$ cat src/hw/arm_delay_pkg.sv
// Package with constants and carrier types for the arming qualifier
package arm_delay_pkg;

  // Clock rate and derived timing
  localparam int CLK_PERIOD_NS    = 25;
  localparam int DELAY_MIN_NS     = 200;
  localparam int DELAY_STEP_NS    = 100;
  localparam real DELAY_MAX_S     = 1.67;
  localparam int ARM_SETUP_NS     = 5;
  localparam int EVT_ARM_NS       = 40;
  localparam int EVT_FIRST_NS     = 22;
  localparam int EXPIRY_LATE_NS   = 40;
  localparam int DEAD_MIN_US      = 3000;

  // Cycles per 100 ns delay step (rounded down for a longest figure)
  localparam int STEP_CYC         = DELAY_STEP_NS / CLK_PERIOD_NS;
  // Least setting in steps
  localparam int DELAY_MIN_STEPS  = DELAY_MIN_NS / DELAY_STEP_NS;
  // Largest setting in steps, 1.67 s / 100 ns
  localparam int DELAY_MAX_STEPS  = 16700000;
  // Armed-after-last-event latency in cycles, must stay within 40 ns
  localparam int EVT_ARM_CYC      = (EVT_ARM_NS / CLK_PERIOD_NS) < 1 ? 1 : EVT_ARM_NS / CLK_PERIOD_NS;
  // Least process-plus-display interval, rounded up
  localparam int DEAD_MIN_CYC     = (DEAD_MIN_US * 1000 + CLK_PERIOD_NS - 1) / CLK_PERIOD_NS;

  // Field widths
  localparam int DELAY_W          = 25;
  localparam int EVT_W            = 24;
  localparam int MTIME_W          = 32;
  localparam int STEP_W           = 3;

  // Limits of the time and event settings
  localparam logic [EVT_W-1:0]   EVT_MIN        = 24'h000002;
  localparam logic [EVT_W-1:0]   EVT_MAX        = 24'hFFFFFF;
  localparam logic [DELAY_W-1:0] DELAY_MIN      = 25'(DELAY_MIN_STEPS);
  localparam logic [DELAY_W-1:0] DELAY_MAX      = 25'(DELAY_MAX_STEPS);

  // Kind of arming delay
  typedef enum logic [1:0] {
    DLY_NONE  = 2'b00,
    DLY_TIME  = 2'b01,
    DLY_EVENT = 2'b10
  } delay_mode_t;

  // Setup of one arming path (start or stop)
  typedef struct packed {
    logic                enable;
    logic                falling;
    delay_mode_t         mode;
    logic [DELAY_W-1:0]  time_steps;
    logic [EVT_W-1:0]    events;
  } arm_cfg_t;

  // Trigger inputs from the channel comparators
  typedef struct packed {
    logic start_trig;
    logic stop_trig;
    logic b_event;
  } trig_in_t;

endpackage : arm_delay_pkg

$ cat src/hw/arm_qualifier.sv
// One arming path: edge detect, time or event delay, armed flag
`timescale 1ns/10ps
module arm_qualifier
  import arm_delay_pkg::*;
(
  input  wire logic                  clock,
  input  wire logic                  rst_n,
  input  arm_delay_pkg::arm_cfg_t    cfg,
  input  wire logic                  arm_level,
  input  wire logic                  b_event,
  input  wire logic                  clear,
  output logic                       armed
);

  typedef enum logic [1:0] {
    Q_IDLE  = 2'b00,
    Q_TIME  = 2'b01,
    Q_EVENT = 2'b10,
    Q_ARMED = 2'b11
  } qstate_t;

  qstate_t             state;
  qstate_t             next_state;
  logic                arm_prev;
  logic [DELAY_W-1:0]  steps;
  logic [DELAY_W-1:0]  next_steps;
  logic [STEP_W-1:0]   sub;
  logic [STEP_W-1:0]   next_sub;
  logic [EVT_W-1:0]    evts;
  logic [EVT_W-1:0]    next_evts;
  logic                act_edge;
  logic [DELAY_W-1:0]  tset;
  logic [EVT_W-1:0]    eset;

  // Selected polarity of the arming edge
  assign act_edge = cfg.falling ? (arm_prev & ~arm_level) : (~arm_prev & arm_level);
  // Clamp settings into their legal ranges rather than misbehave
  assign tset = (cfg.time_steps < DELAY_MIN) ? DELAY_MIN :
                (cfg.time_steps > DELAY_MAX) ? DELAY_MAX : cfg.time_steps;
  assign eset = (cfg.events < EVT_MIN) ? EVT_MIN : cfg.events;

  // Next state of the arming sequence
  always_comb begin
    next_state = state;
    next_steps = steps;
    next_sub   = sub;
    next_evts  = evts;
    unique case (state)
      Q_IDLE: begin
        if (cfg.enable && act_edge) begin
          unique case (cfg.mode)
            DLY_TIME: begin
              next_state = Q_TIME;
              next_steps = tset - 25'h0000001;
              next_sub   = 3'(STEP_CYC - 1);
            end
            DLY_EVENT: begin
              next_state = Q_EVENT;
              next_evts  = eset;
            end
            default: next_state = Q_ARMED;
          endcase
        end
      end
      Q_TIME: begin
        // One step per STEP_CYC cycles, armed at expiry
        if (sub != 3'h0) begin
          next_sub = sub - 3'h1;
        end else if (steps == 25'h0000000) begin
          next_state = Q_ARMED;
        end else begin
          next_steps = steps - 25'h0000001;
          next_sub   = 3'(STEP_CYC - 1);
        end
      end
      Q_EVENT: begin
        // Events seen from the cycle after the edge count
        if (b_event) begin
          next_evts = evts - 24'h000001;
          if (evts == 24'h000001) begin
            next_state = Q_ARMED;
          end
        end
      end
      Q_ARMED: next_state = Q_ARMED;
    endcase
    if (clear || !cfg.enable) begin
      next_state = Q_IDLE;
      next_steps = '0;
      next_sub   = '0;
      next_evts  = '0;
    end
  end

  // Register the sequence
  always_ff @(posedge clock or negedge rst_n) begin
    if (!rst_n) begin
      state    <= Q_IDLE;
      arm_prev <= 1'b0;
      steps    <= '0;
      sub      <= '0;
      evts     <= '0;
      armed    <= 1'b0;
    end else begin
      state    <= next_state;
      arm_prev <= arm_level;
      steps    <= next_steps;
      sub      <= next_sub;
      evts     <= next_evts;
      armed    <= (next_state == Q_ARMED);
    end
  end

endmodule : arm_qualifier

$ cat src/hw/measurement_arming_delay.sv
// Top of the arming qualifier: start/stop arming, gate and dead time
// Summary of operation
// - Start and stop arming may be delayed
// - Time delay 200 ns to 1.67 s, 100 ns steps
// - Armed at the first clock after the arming edge, up to 25 ns later
// - Trigger near delay expiry accepted within window
// - Armed about 40 ns after last event
// - Events after 22 ns count as first
// - Event delay minimum setting is two
// - Measurement time sets gap, not measurement length
// - Unarmed: wait, then start on next trigger
// - Start arming on falling edge supported
// - Time delay from edge, then next trigger starts
// - Gate monitor follows real measurement gate
// - Start arming suspends free run per measurement
// - Arming edge selectable rising or falling
// - Event delay counts B events, max 2^24-1
// - Start plus stop arming gives external gate
`timescale 1ns/10ps
module measurement_arming_delay
  import arm_delay_pkg::*;
(
  input  wire logic                  clock,
  input  wire logic                  rst_n,
  input  arm_delay_pkg::arm_cfg_t    start_cfg,
  input  arm_delay_pkg::arm_cfg_t    stop_cfg,
  input  arm_delay_pkg::trig_in_t    trig,
  input  wire logic                  arm_in,
  input  wire logic [MTIME_W-1:0]    meas_time,
  input  wire logic                  meas_done,
  output logic                       gate,
  output logic                       gate_monitor,
  output logic                       start_armed,
  output logic                       stop_armed,
  output logic                       waiting
);

  typedef enum logic [1:0] {
    M_WAIT = 2'b00,
    M_RUN  = 2'b01,
    M_DEAD = 2'b10
  } mstate_t;

  mstate_t              state;
  mstate_t              next_state;
  logic [MTIME_W-1:0]   dead;
  logic [MTIME_W-1:0]   next_dead;
  logic                 next_gate;
  logic                 clr;
  logic                 sa;
  logic                 so;
  logic [MTIME_W-1:0]   dead_len;
  logic                 go;
  logic                 stop_now;

  // Start path qualifier
  arm_qualifier u_start (
    .clock     (clock),
    .rst_n     (rst_n),
    .cfg       (start_cfg),
    .arm_level (arm_in),
    .b_event   (trig.b_event),
    .clear     (clr),
    .armed     (sa)
  );

  // Stop path qualifier
  arm_qualifier u_stop (
    .clock     (clock),
    .rst_n     (rst_n),
    .cfg       (stop_cfg),
    .arm_level (arm_in),
    .b_event   (trig.b_event),
    .clear     (clr),
    .armed     (so)
  );

  // Clear both arming paths when a measurement ends
  assign clr = (state == M_RUN) && stop_now;

  // Start when unarmed, or when the start path is armed
  assign go = trig.start_trig && (!start_cfg.enable || sa);
  // Stop on done; with stop arming, only after stop path arms
  assign stop_now = stop_cfg.enable ? (so && (trig.stop_trig || meas_done)) : meas_done;
  // Dead time is the set measurement time, never below the floor
  assign dead_len = (meas_time < MTIME_W'(DEAD_MIN_CYC)) ? MTIME_W'(DEAD_MIN_CYC) : meas_time;

  // Measurement sequencing
  always_comb begin
    next_state = state;
    next_dead  = dead;
    next_gate  = gate;
    unique case (state)
      M_WAIT: begin
        if (go) begin
          next_state = M_RUN;
          next_gate  = 1'b1;
        end
      end
      M_RUN: begin
        if (stop_now) begin
          next_state = M_DEAD;
          next_gate  = 1'b0;
          next_dead  = dead_len;
        end
      end
      M_DEAD: begin
        // Process plus display interval before the next wait
        if (dead <= 32'h00000001) begin
          next_state = M_WAIT;
          next_dead  = '0;
        end else begin
          next_dead = dead - 32'h00000001;
        end
      end
      default: begin
        next_state = M_WAIT;
        next_gate  = 1'b0;
      end
    endcase
  end

  // Registers; all outputs come from flip-flops
  always_ff @(posedge clock or negedge rst_n) begin
    if (!rst_n) begin
      state        <= M_WAIT;
      dead         <= '0;
      gate         <= 1'b0;
      gate_monitor <= 1'b0;
      start_armed  <= 1'b0;
      stop_armed   <= 1'b0;
      waiting      <= 1'b1;
    end else begin
      state        <= next_state;
      dead         <= next_dead;
      gate         <= next_gate;
      gate_monitor <= next_gate;
      start_armed  <= sa;
      stop_armed   <= so;
      waiting      <= (next_state == M_WAIT);
    end
  end

endmodule : measurement_arming_delay

$ cat config.mk
export PLATFORM = sky130hd
export DESIGN_NAME = measurement_arming_delay
export DESIGN_NICKNAME = d
export VERILOG_FILES = /design/src/hw/arm_delay_pkg.sv /design/src/hw/arm_qualifier.sv /design/src/hw/measurement_arming_delay.sv
export SDC_FILE = /design/constraint.sdc
export NUM_CORES = 1
export LEC_CHECK = 0
export BUFFER_PORTS_ARGS = -buffer_cell sky130_fd_sc_hd__buf_4
export CAP_MARGIN = 40
export CORE_MARGIN = 2
export CORE_UTILIZATION = 55
export DETAILED_ROUTE_END_ITERATION = 6
export PLACE_DENSITY = 0.77
export SLEW_MARGIN = 10
export SYNTH_ARGS = -nofsm -noshare
export SYNTH_HDL_FRONTEND = slang
export SYNTH_SLANG_ARGS = --single-unit
export TNS_END_PERCENT = 5
$ cat constraint.sdc
create_clock -name clock -period 4.6 [get_ports clock]
set_input_delay 0 -clock clock [delete_from_list [all_inputs] [get_ports clock]]
set_output_delay 0 -clock clock [all_outputs]
set_load 0.05 [all_outputs]
# Word level (Yosys, flattened, before mapping)
# Cells that the tools add are included.
[word_totals]
register_bits = 149
out_inout_bits = 5
[op_classes]
eq_ne = 32
n_reduce_logical = 32
bitwise_logic = 5
add_sub_neg = 9
n_mux = 70
order_cmp = 8
[ops]
columns = ["op", "count"]
rows = [
  ["2-to-1 mux 25 bit", 14],
  ["2-to-1 mux 24 bit", 10],
  ["case mux 25 bit (2 select lines)", 2],
  ["subtractor 25 x 1 -> 25 bit (second input constant)", 4],
  ["2-to-1 mux 32 bit", 3],
  ["case mux 24 bit (2 select lines)", 2],
  ["case mux 32 bit (2 select lines)", 1],
  ["greater-than comparator 25 x 24 -> 1 bit (second input constant)", 2],
  ["logical NOT 25 bit", 2],
  ["< comparator 25 x 2 -> 1 bit (second input constant)", 2],
  ["== test 24 x 1 -> 1 bit (second input constant)", 2],
  ["< comparator 24 x 2 -> 1 bit (second input constant)", 2],
  ["subtractor 24 x 1 -> 24 bit (second input constant)", 2],
  ["<= comparator 32 x 1 -> 1 bit (second input constant)", 1],
  ["< comparator 32 x 17 -> 1 bit (second input constant)", 1],
  ["subtractor 32 x 1 -> 32 bit (second input constant)", 1],
  ["2-to-1 mux 2 bit", 15],
  ["2-to-1 mux 3 bit", 10],
  ["== test 2 bit (second input constant)", 9],
  ["!= test 3 x 2 -> 1 bit (second input constant)", 6],
  ["nonzero test 3 bit", 6],
  ["case mux 2 bit (4 select lines)", 2],
  ["AND reduction 4 bit", 4],
  ["!= test 3 bit (second input constant)", 4],
  ["other kinds (20)", 49],
]

# Depth between registers and ports, before layout
# Gate-level depths: netlist of run 1.
[logic_depth]
ltp_word = 8
depth_mapped = 15
depth_no_buf = 15

# By module
# A second synthesis of run 1 with hierarchy kept.
[unflattened]
cells_unflattened = 1403
area_unflattened_um2 = 11159.5
[modules_own_cells]
columns = ["module", "cells_per_inst", "area_each_um2", "instances", "seq_area_each_um2"]
rows = [
  ["arm_qualifier", 566, 4356.7, 2, 1401.3],
  ["measurement_arming_delay", 271, 2446.1, 1, 952.2],
]

# Least setup slack after synthesis of run 1
# No wires, ideal clock.
[synth_path]
path_type = "input -> register"
startpoint = "input stop_cfg[30] in the netlist's numbering"
endpoint = "register u_stop.steps[22]"
required_ns = 4.481
arrival_time_ns = 3.261
path_stages = 13
path_slack_ns = 1.220
n_path_buf = 1
cell_sequence = "or4_1 > nor4_1 > a211o_1 > a21oi_1 > clkbuf_1 > a21boi_0 > ha_1 > o211ai_1 > a21oi_2 > nand3_1 > or3_1 > o221a_1 > and2_1"
[synth_via]
elab_chain_cells = 8
word_cells_on_any_way = 9
cone_classes = "add/sub (1); order compare (2); mux (6)"
[synth_lines]
columns = ["element", "line", "text"]
rows = [
  ["start, declared", "measurement_arming_delay.sv:26", "input arm_delay_pkg::arm_cfg_t stop_cfg,"],
  ["greater-than comparator 25 x 24 -> 1 bit", "arm_qualifier.sv:39", "(cfg.time_steps > DELAY_MAX) ? DELAY_MAX : cfg.time_steps;"],
  ["2-to-1 mux 25 bit", "arm_qualifier.sv:39", ""],
  ["2-to-1 mux 25 bit *", "arm_qualifier.sv:38", "assign tset = (cfg.time_steps < DELAY_MIN) ? DELAY_MIN :"],
  ["subtractor 25 x 1 -> 25 bit *", "arm_qualifier.sv:54", "next_steps = tset - 25'h0000001;"],
  ["2-to-1 mux 25 bit *", "arm_qualifier.sv:51", "unique case (cfg.mode)"],
  ["2-to-1 mux 25 bit *", "arm_qualifier.sv:50", "if (cfg.enable && act_edge) begin"],
  ["case mux 25 bit (2 select lines) *", "arm_qualifier.sv:48", "unique case (state)"],
  ["2-to-1 mux 25 bit *", "arm_qualifier.sv:87", "if (clear || !cfg.enable) begin"],
  ["end signal, assigned", "arm_qualifier.sv:107", "steps <= next_steps;"],
  ["end, declared", "arm_qualifier.sv:25", "logic [DELAY_W-1:0] steps;"],
]
# Every way passes the cells marked *; elsewhere a longest branch is shown, timed or not. The select of a mux whose other input is x is not followed.
# A chain may end at the register's enable or synchronous reset.

# Worst setup path in the final report of run 1
# Same ends and word-level chain as after synthesis.

==> results of run 1 <==
power by group:
group | total [mW] | switching, mW | internal, mW
clock network | 1.49 | 0.578 | 0.911
logic | 1.04 | 0.591 | 0.453
registers | 1.59 | 0.153 | 1.44
worst min path at each step:
stage                      start              end  slack [ns]
after floorplan            rst_n          dead[0]       -0.30
after global placement    arm_in  u_stop.arm_prev        0.14
after detailed placement   rst_n   u_stop.evts[4]       -0.11
after CTS                  rst_n   u_stop.evts[4]      0.0006
after global routing       rst_n   u_stop.evts[4]        0.02
final                      rst_n   u_stop.evts[4]       0.003
placed cells by master (no fill, tap or decap), drive strengths merged, types with 8 or more instances in the layout:
master	Yosys	final
a21oi	117	117
clkbuf	68	21
a21o	12	12
mux2i	10	10
dfrtp	148	148
o211ai	11	11
and2	8	8
nor2b	14	14
buf	5	174
nor4	51	51
or3	28	28
a22oi	23	23
xnor2	18	18
o21ai	166	166
a211oi	24	24
nand2	168	168
inv	31	34
a221o	11	11
a31oi	9	9
dlygate4sd3	0	85
nor2	164	164
o31ai	16	16
o22ai	20	20
or2	10	10
nand4	14	14
nand3	34	34
nand2b	16	16
or4	21	21
nor3	64	64
ha	12	12
a22o	9	9
final cells by class:
| cell class | instances | area [µm²] | area share |
|---|---|---|---|
| Inverter | 31 | 116 | 0.00847 |
| Antenna cell | 1 | 2.50 | 0.000182 |
| Tap cell | 265 | 332 | 0.0241 |
| Sequential cell | 149 | 3730 | 0.272 |
| Clock inverter | 12 | 178 | 0.0129 |
| Clock buffer | 20 | 437 | 0.0318 |
| Multi-Input combinational cell | 1166 | 6720 | 0.489 |
| Timing Repair Buffer | 260 | 2220 | 0.162 |
routing by layer:
metal | up-vias | share of wire | GRT usage
li1 | 5750 | - | -
met5 | - | 0 | 0
met1 | 5759 | 0.43 | 0.455
met2 | 624 | 0.46 | 0.523
met3 | 93 | 0.075 | 0.0503
met4 | 0 | 0.030 | 0.120
flip-flops by register name, summed over array words and instances, names as in the netlist, 3 cells and up:
| name | count |
|---|---|
| dead | 32 |
| u_stop.evts | 24 |
| u_start.sub | 3 |
| u_stop.steps | 25 |
| u_start.steps | 25 |
| u_stop.sub | 3 |
| u_start.evts | 24 |
cells in the mapped netlist, types with 12 or more instances:
cell type	count
nand2b_1	16
nor2_1	164
ha_1	12
nor2b_1	14
nand3_1	34
or4_1	18
o21ai_0	162
nand4_1	14
o31ai_1	15
a21o_1	12
nor3_1	64
xnor2_1	18
a211oi_1	23
nand2_1	167
a22oi_1	23
dfrtp_1	148
inv_1	31
or3_1	25
o22ai_1	20
nor4_1	49
clkbuf_1	68
a21oi_1	115
cell families after synthesis:
| logic type | share of synthesized area |
|---|---|
| AND/OR/NAND/NOR | 0.291 |
| adder cells (fa/ha/maj) | 0.0139 |
| multiplexers | 0.0124 |
| XOR/XNOR | 0.0202 |
| buffers and inverters | 0.0365 |
| AO/OA/AOI/OAI | 0.281 |
| flip-flops | 0.345 |
stage by stage:
step / util / hold slack, ns
finish: 0.708 / 0.00311
global route: 0.708 / 0.0191
CTS: 0.708 / 0.000646
detailed placement: 0.632 / -0.106
global placement: 0.627 / 0.139
floorplan: - / -0.296
==> impl_metrics.env, run 1 <==
export IMPL_status="complete, no violations"
export IMPL_worstSkewPairLatency_ns=0.43
export IMPL_ant_nets=0
export IMPL_tritoncts="built"
export IMPL_worstPathRequired_ns=4.92
export IMPL_io_pins=150
export IMPL_antenna_found_initial=1
export IMPL_seq_area_frac_synth=0.345
export IMPL_hpwl_um=23700
export IMPL_htree_num_levels=4
export IMPL_die_w_um=144
export IMPL_fillers=1571
export IMPL_p_per_area_nw_per_um2=301
export IMPL_fin_nets=1782
export IMPL_holdCritPathClass="in -> async"
export IMPL_cts_sinks=149
export IMPL_syn_area_um2=10800
export IMPL_fin_crit_ns=3.95
export IMPL_drt_iter0_markers=1223
export IMPL_wl_per_cell_um=18.0
export IMPL_grt_pass1_vias=11300
export IMPL_grt_max_degree=74
export IMPL_clock_skew_final_ns=0.0140
export IMPL_cts_resized_gates=0
export IMPL_start_util=0.558
export IMPL_design_die_area_um2=20800
export IMPL_yosysTopAreaCellShare=0.342
export IMPL_layout_drive_gt1_share=0.148
export IMPL_cpPeakStageDelay_ns=0.61
export IMPL_avgSynthCellArea_um2=7.62
export IMPL_hold_buffers=85
export IMPL_max_slew_margin=0.451
export IMPL_grt_overflow_total=0
export IMPL_grt_pass1_wl_um=55200
export IMPL_cp_arrival_ns=4.28
export IMPL_rows=51
export IMPL_total_power_mw=4.13
export IMPL_synthTopCellsByArea="dfrtp_1 34%, o21ai_0 7.5%, nand2_1 5.8%, nor2_1 5.7%, a21oi_1 5.3%"
export IMPL_port_buffers=149
export IMPL_fin_cells=1904
export IMPL_r2r_start="u_stop.state[0]"
export IMPL_setup_viol_count_final=0
export IMPL_max_vdd_ir_drop_mv=0.270
export IMPL_reg2reg_slack_ns=1.10
export IMPL_synth_top_area_cell="dfrtp_1"
export IMPL_viasPerCell=6.42
export IMPL_tightest_slew_ns=0.819
export IMPL_syn_to_final_growth_pct=27.0
export IMPL_cp_cell_sequence="dlygate4sd3_1 > buf_4 > or4_1 > nor4_1 > a211o_1 > a21oi_1 > a21boi_0 > ha_1 > o211ai_1 > a21oi_2 > nand3_1 > or3_1 > o221a_1 > and2_1"
export IMPL_slowest_stage="or4_1"
export IMPL_finalCritPeriodShare=0.860
export IMPL_syn_inst=1419
export IMPL_grt_use_total=0.328
export IMPL_synth_nets=1576
export IMPL_synth_edff_count=0
export IMPL_setup_ws_ns=0.646
export IMPL_drcViolationCount=0
export IMPL_cp_top_family="simple AND/OR/NAND/NOR gates"
export IMPL_crit_start="stop_cfg[30]"
export IMPL_path_buf_inv=2
export IMPL_cp_max_fo=9
export IMPL_hold_viol=0
export IMPL_ys_seq_elements=149
export IMPL_max_cap_violations=0
export IMPL_r2r_end="u_stop.steps[22]"
export IMPL_critical_path_depth=14
export IMPL_dp_cells=1785
export IMPL_first_pass_iters=5
export IMPL_setup_worst_path_start_class="input port"
export IMPL_clockBufferDepth=2
export IMPL_cp_end_kind="flip-flop"
export IMPL_rsz0062_at_grt="no"
export IMPL_clock_fmax_ghz=0.253
export IMPL_post_cts_buffers=0
export IMPL_synth_main_ff_cell="dfrtp_1"
export IMPL_place_congestion=0.987
export IMPL_async_flop_share=1.00
export IMPL_p_leak_nw=5.61
export IMPL_wirelength_um=34400
export IMPL_synth_cell_types=80
export IMPL_dpl_cell_area_um2=12300
export IMPL_core_region_area_um2=19400
export IMPL_slew_violations=0
export IMPL_cts_buffers=17
export IMPL_critical_path_class="in -> reg"
export IMPL_vias=12200
export IMPL_root_buffer="clkbuf_16"
export IMPL_cts_clk_slew_worst_paths_ns=0.06
export IMPL_fin_setup_tns_ns=0
export IMPL_worstSetupEndpoint="u_stop.steps[22]"
export IMPL_r2r_worst_path_cells=11
export IMPL_synth_warnings=0
export IMPL_fin_area_um2=13700
export IMPL_dieHeight_um=144
export IMPL_place_ws_ns=0.883
(Power assumes the default switching activity.)
==> run 2, diff against run 1 <==
--- a/config.mk
+++ b/config.mk
@@ -7,10 +7,13 @@
 export LEC_CHECK = 0
 export BUFFER_PORTS_ARGS = -buffer_cell sky130_fd_sc_hd__buf_4
 export CAP_MARGIN = 40
+export CELL_PAD_IN_SITES_DETAIL_PLACEMENT = 0
+export CELL_PAD_IN_SITES_GLOBAL_PLACEMENT = 1
 export CORE_MARGIN = 2
-export CORE_UTILIZATION = 55
+export CORE_UTILIZATION = 43
+export CTS_CLUSTER_DIAMETER = 100
 export DETAILED_ROUTE_END_ITERATION = 6
-export PLACE_DENSITY = 0.77
+export PLACE_DENSITY_LB_ADDON = 0.1
 export SLEW_MARGIN = 10
 export SYNTH_ARGS = -nofsm -noshare
 export SYNTH_HDL_FRONTEND = slang
==> run 2 against run 1 <==
Combinational power hardly changed; largest cell class unchanged; setup slack lost 0.12 ns; flip-flop and latch count unchanged; sequential share of layout area shrank 0.28 points; first-iteration DRC count is 12% lower.
==> impl_metrics.env, run 2 (same netlist as run 1, synthesis figures left out) <==
export IMPL_fin_nets=1785
export IMPL_reg_top3="dead: 32 flops, u_start.steps: 25 flops, u_stop.steps: 25 flops"
export IMPL_clock_skew_final_ns=0.0209
export IMPL_final_cell_mix="173 x buf_4, 167 x nand2_1, 164 x nor2_1"
export IMPL_slew_violations=0
export IMPL_diodes=0
export IMPL_fin_area_um2=13900
export IMPL_max_cap_violations=0
export IMPL_grt_pass1_vias=11100
export IMPL_fin_crit_ns=4.08
export IMPL_r2r_end="u_stop.steps[22]"
export IMPL_final_common_cell="buf_4"
export IMPL_hold_viol=0
export IMPL_largest_reg_flops=32
export IMPL_max_vdd_ir_drop_mv=0.221
export IMPL_cts_buffers=17
export IMPL_htree_num_levels=4
export IMPL_fin_setup_tns_ns=0
export IMPL_core_region_area_um2=25000
export IMPL_min_to="u_stop.evts[20]"
export IMPL_antenna_found_initial=0
export IMPL_vias=11800
export IMPL_cts_clk_slew_worst_paths_ns=0.07
export IMPL_p_leak_nw=5.64
export IMPL_rsz0062_at_grt="no"
export IMPL_clock_fmax_ghz=0.245
export IMPL_ant_nets=0
export IMPL_final_util=0.556
export IMPL_setup_worst_path_start_class="input port"
export IMPL_grt_max_degree=150
export IMPL_reg2reg_slack_ns=1.16
export IMPL_root_buffer="clkbuf_16"
export IMPL_status="complete, no violations"
export IMPL_dieHeight_um=163
export IMPL_worstSkewPairLatency_ns=0.44
export IMPL_cp_arrival_ns=4.39
export IMPL_start_util=0.433
export IMPL_grt_pass1_wl_um=56800
export IMPL_viasPerCell=5.99
export IMPL_cp_end_kind="flip-flop"
export IMPL_critical_path_class="in -> reg"
export IMPL_dpl_cell_area_um2=12400
export IMPL_grt_use_total=0.264
export IMPL_cp_max_fo=13
export IMPL_finalCritPeriodShare=0.887
export IMPL_hold_path_depth=5
export IMPL_r2r_start="u_stop.state[0]"
export IMPL_hp_start="stop_cfg[20]"
export IMPL_max_flop_register="dead"
export IMPL_syn_to_final_growth_pct=28.3
export IMPL_io_pins=150
export IMPL_setup_viol_count_final=0
export IMPL_design_die_area_um2=26400
export IMPL_holdCritPathClass="in -> reg"
export IMPL_rows=58
export IMPL_drt_iter0_markers=1081
export IMPL_port_buffers=149
export IMPL_max_slew_margin=0.372
export IMPL_drcViolationCount=0
export IMPL_wirelength_um=34900
export IMPL_tightest_slew_ns=0.936
export IMPL_r2r_worst_path_cells=12
export IMPL_cts_sinks=149
export IMPL_grt_overflow_total=0
export IMPL_wl_per_cell_um=17.7
export IMPL_worstPathRequired_ns=4.92
export IMPL_p_per_area_nw_per_um2=305
export IMPL_clockBufferDepth=2
export IMPL_tritoncts="built"
export IMPL_layout_drive_gt1_share=0.151
export IMPL_place_congestion=0.906
export IMPL_hpwl_um=24200
export IMPL_first_pass_iters=7
export IMPL_die_w_um=163
-- run 2: changes by cell type in the layout (fill, tap and decap cells not counted), sizes merged --
cell	delta
bufinv	+1
inv	+2
buf	+4
clkbuf	-2
clkinv	-2
diode	-1
-- run 2: worst max-delay path by stage --
stage / from / slack, ns / cells after the start / endpoint
finish: stop_cfg[30] / 0.52 / 15 / u_stop.steps[22]
global route: stop_cfg[30] / 0.31 / 15 / u_stop.steps[22]
CTS: stop_cfg[30] / 0.60 / 15 / u_stop.steps[22]
detailed placement: stop_cfg[30] / 0.71 / 14 / u_stop.steps[22]
global placement: stop_cfg[30] / 0.89 / 14 / u_stop.steps[22]
floorplan: stop_cfg[30] / 1.22 / 13 / u_stop.steps[22]
-- run 2: per-stage QoR --
| stage | hold slack, ns | setup WS (ns) | instances | total power [mW] |
|---|---|---|---|---|
| final | 0.00624 | 0.521 | 1971 | 4.23 |
| after global routing | 0.0151 | 0.307 | 1971 | 4.45 |
| after CTS | 0.00259 | 0.599 | 1971 | 4.25 |
| after detailed placement | 0.138 | 0.707 | 1854 | 2.59 |
| after global placement | 0.138 | 0.888 | 1852 | 2.58 |
| after floorplan | -0.296 | 1.22 | 1419 | 2.21 |
-- run 2: power by group --
group / total (mW) / switching, mW / internal [mW]
Clock: 1.59 / 0.619 / 0.975
Sequential: 1.59 / 0.151 / 1.44
Combinational: 1.04 / 0.590 / 0.454
Total: 4.23 / 1.36 / 2.87
-- run 2: worst max-delay path, cell delays in order --
cell           delay [ns]
dlygate4sd3_1        0.54
buf_4                0.15
or4_1                0.62
nor4_1               0.51
a211o_1              0.22
a21oi_1              0.04
buf_4                0.19
a21boi_0             0.26
ha_1                 0.34
o211ai_1             0.15
a21oi_2              0.34
nand3_1              0.24
or3_1                0.43
o221a_1              0.22
and2_1               0.16
-- run 2: layout make-up --
type / count / area (µm²)
well taps: 330 / 413
inverters: 31 / 116
clock inverters: 13 / 219
clock buffers: 19 / 433
fillers: 2398 / 11100
multi-input cells: 1166 / 6720
flip-flops and latches: 149 / 3730
repair buffers: 263 / 2240
-- run 2: what timing repair did --
item	in CTS	in global routing
hold buffers	85	0
endpoints found under the setup margin	0	0
buffers inserted	0	0
gates resized for setup	0	0
endpoints found under the hold margin	235	0
-- run 2: routing by layer --
metal / up-vias / share of wire / GRT usage
li1: 5737 / - / -
met1: 5678 / 0.46 / 0.365
met2: 345 / 0.47 / 0.440
met3: 40 / 0.047 / 0.0362
met4: 0 / 0.015 / 0.0636
met5: - / 0 / 0
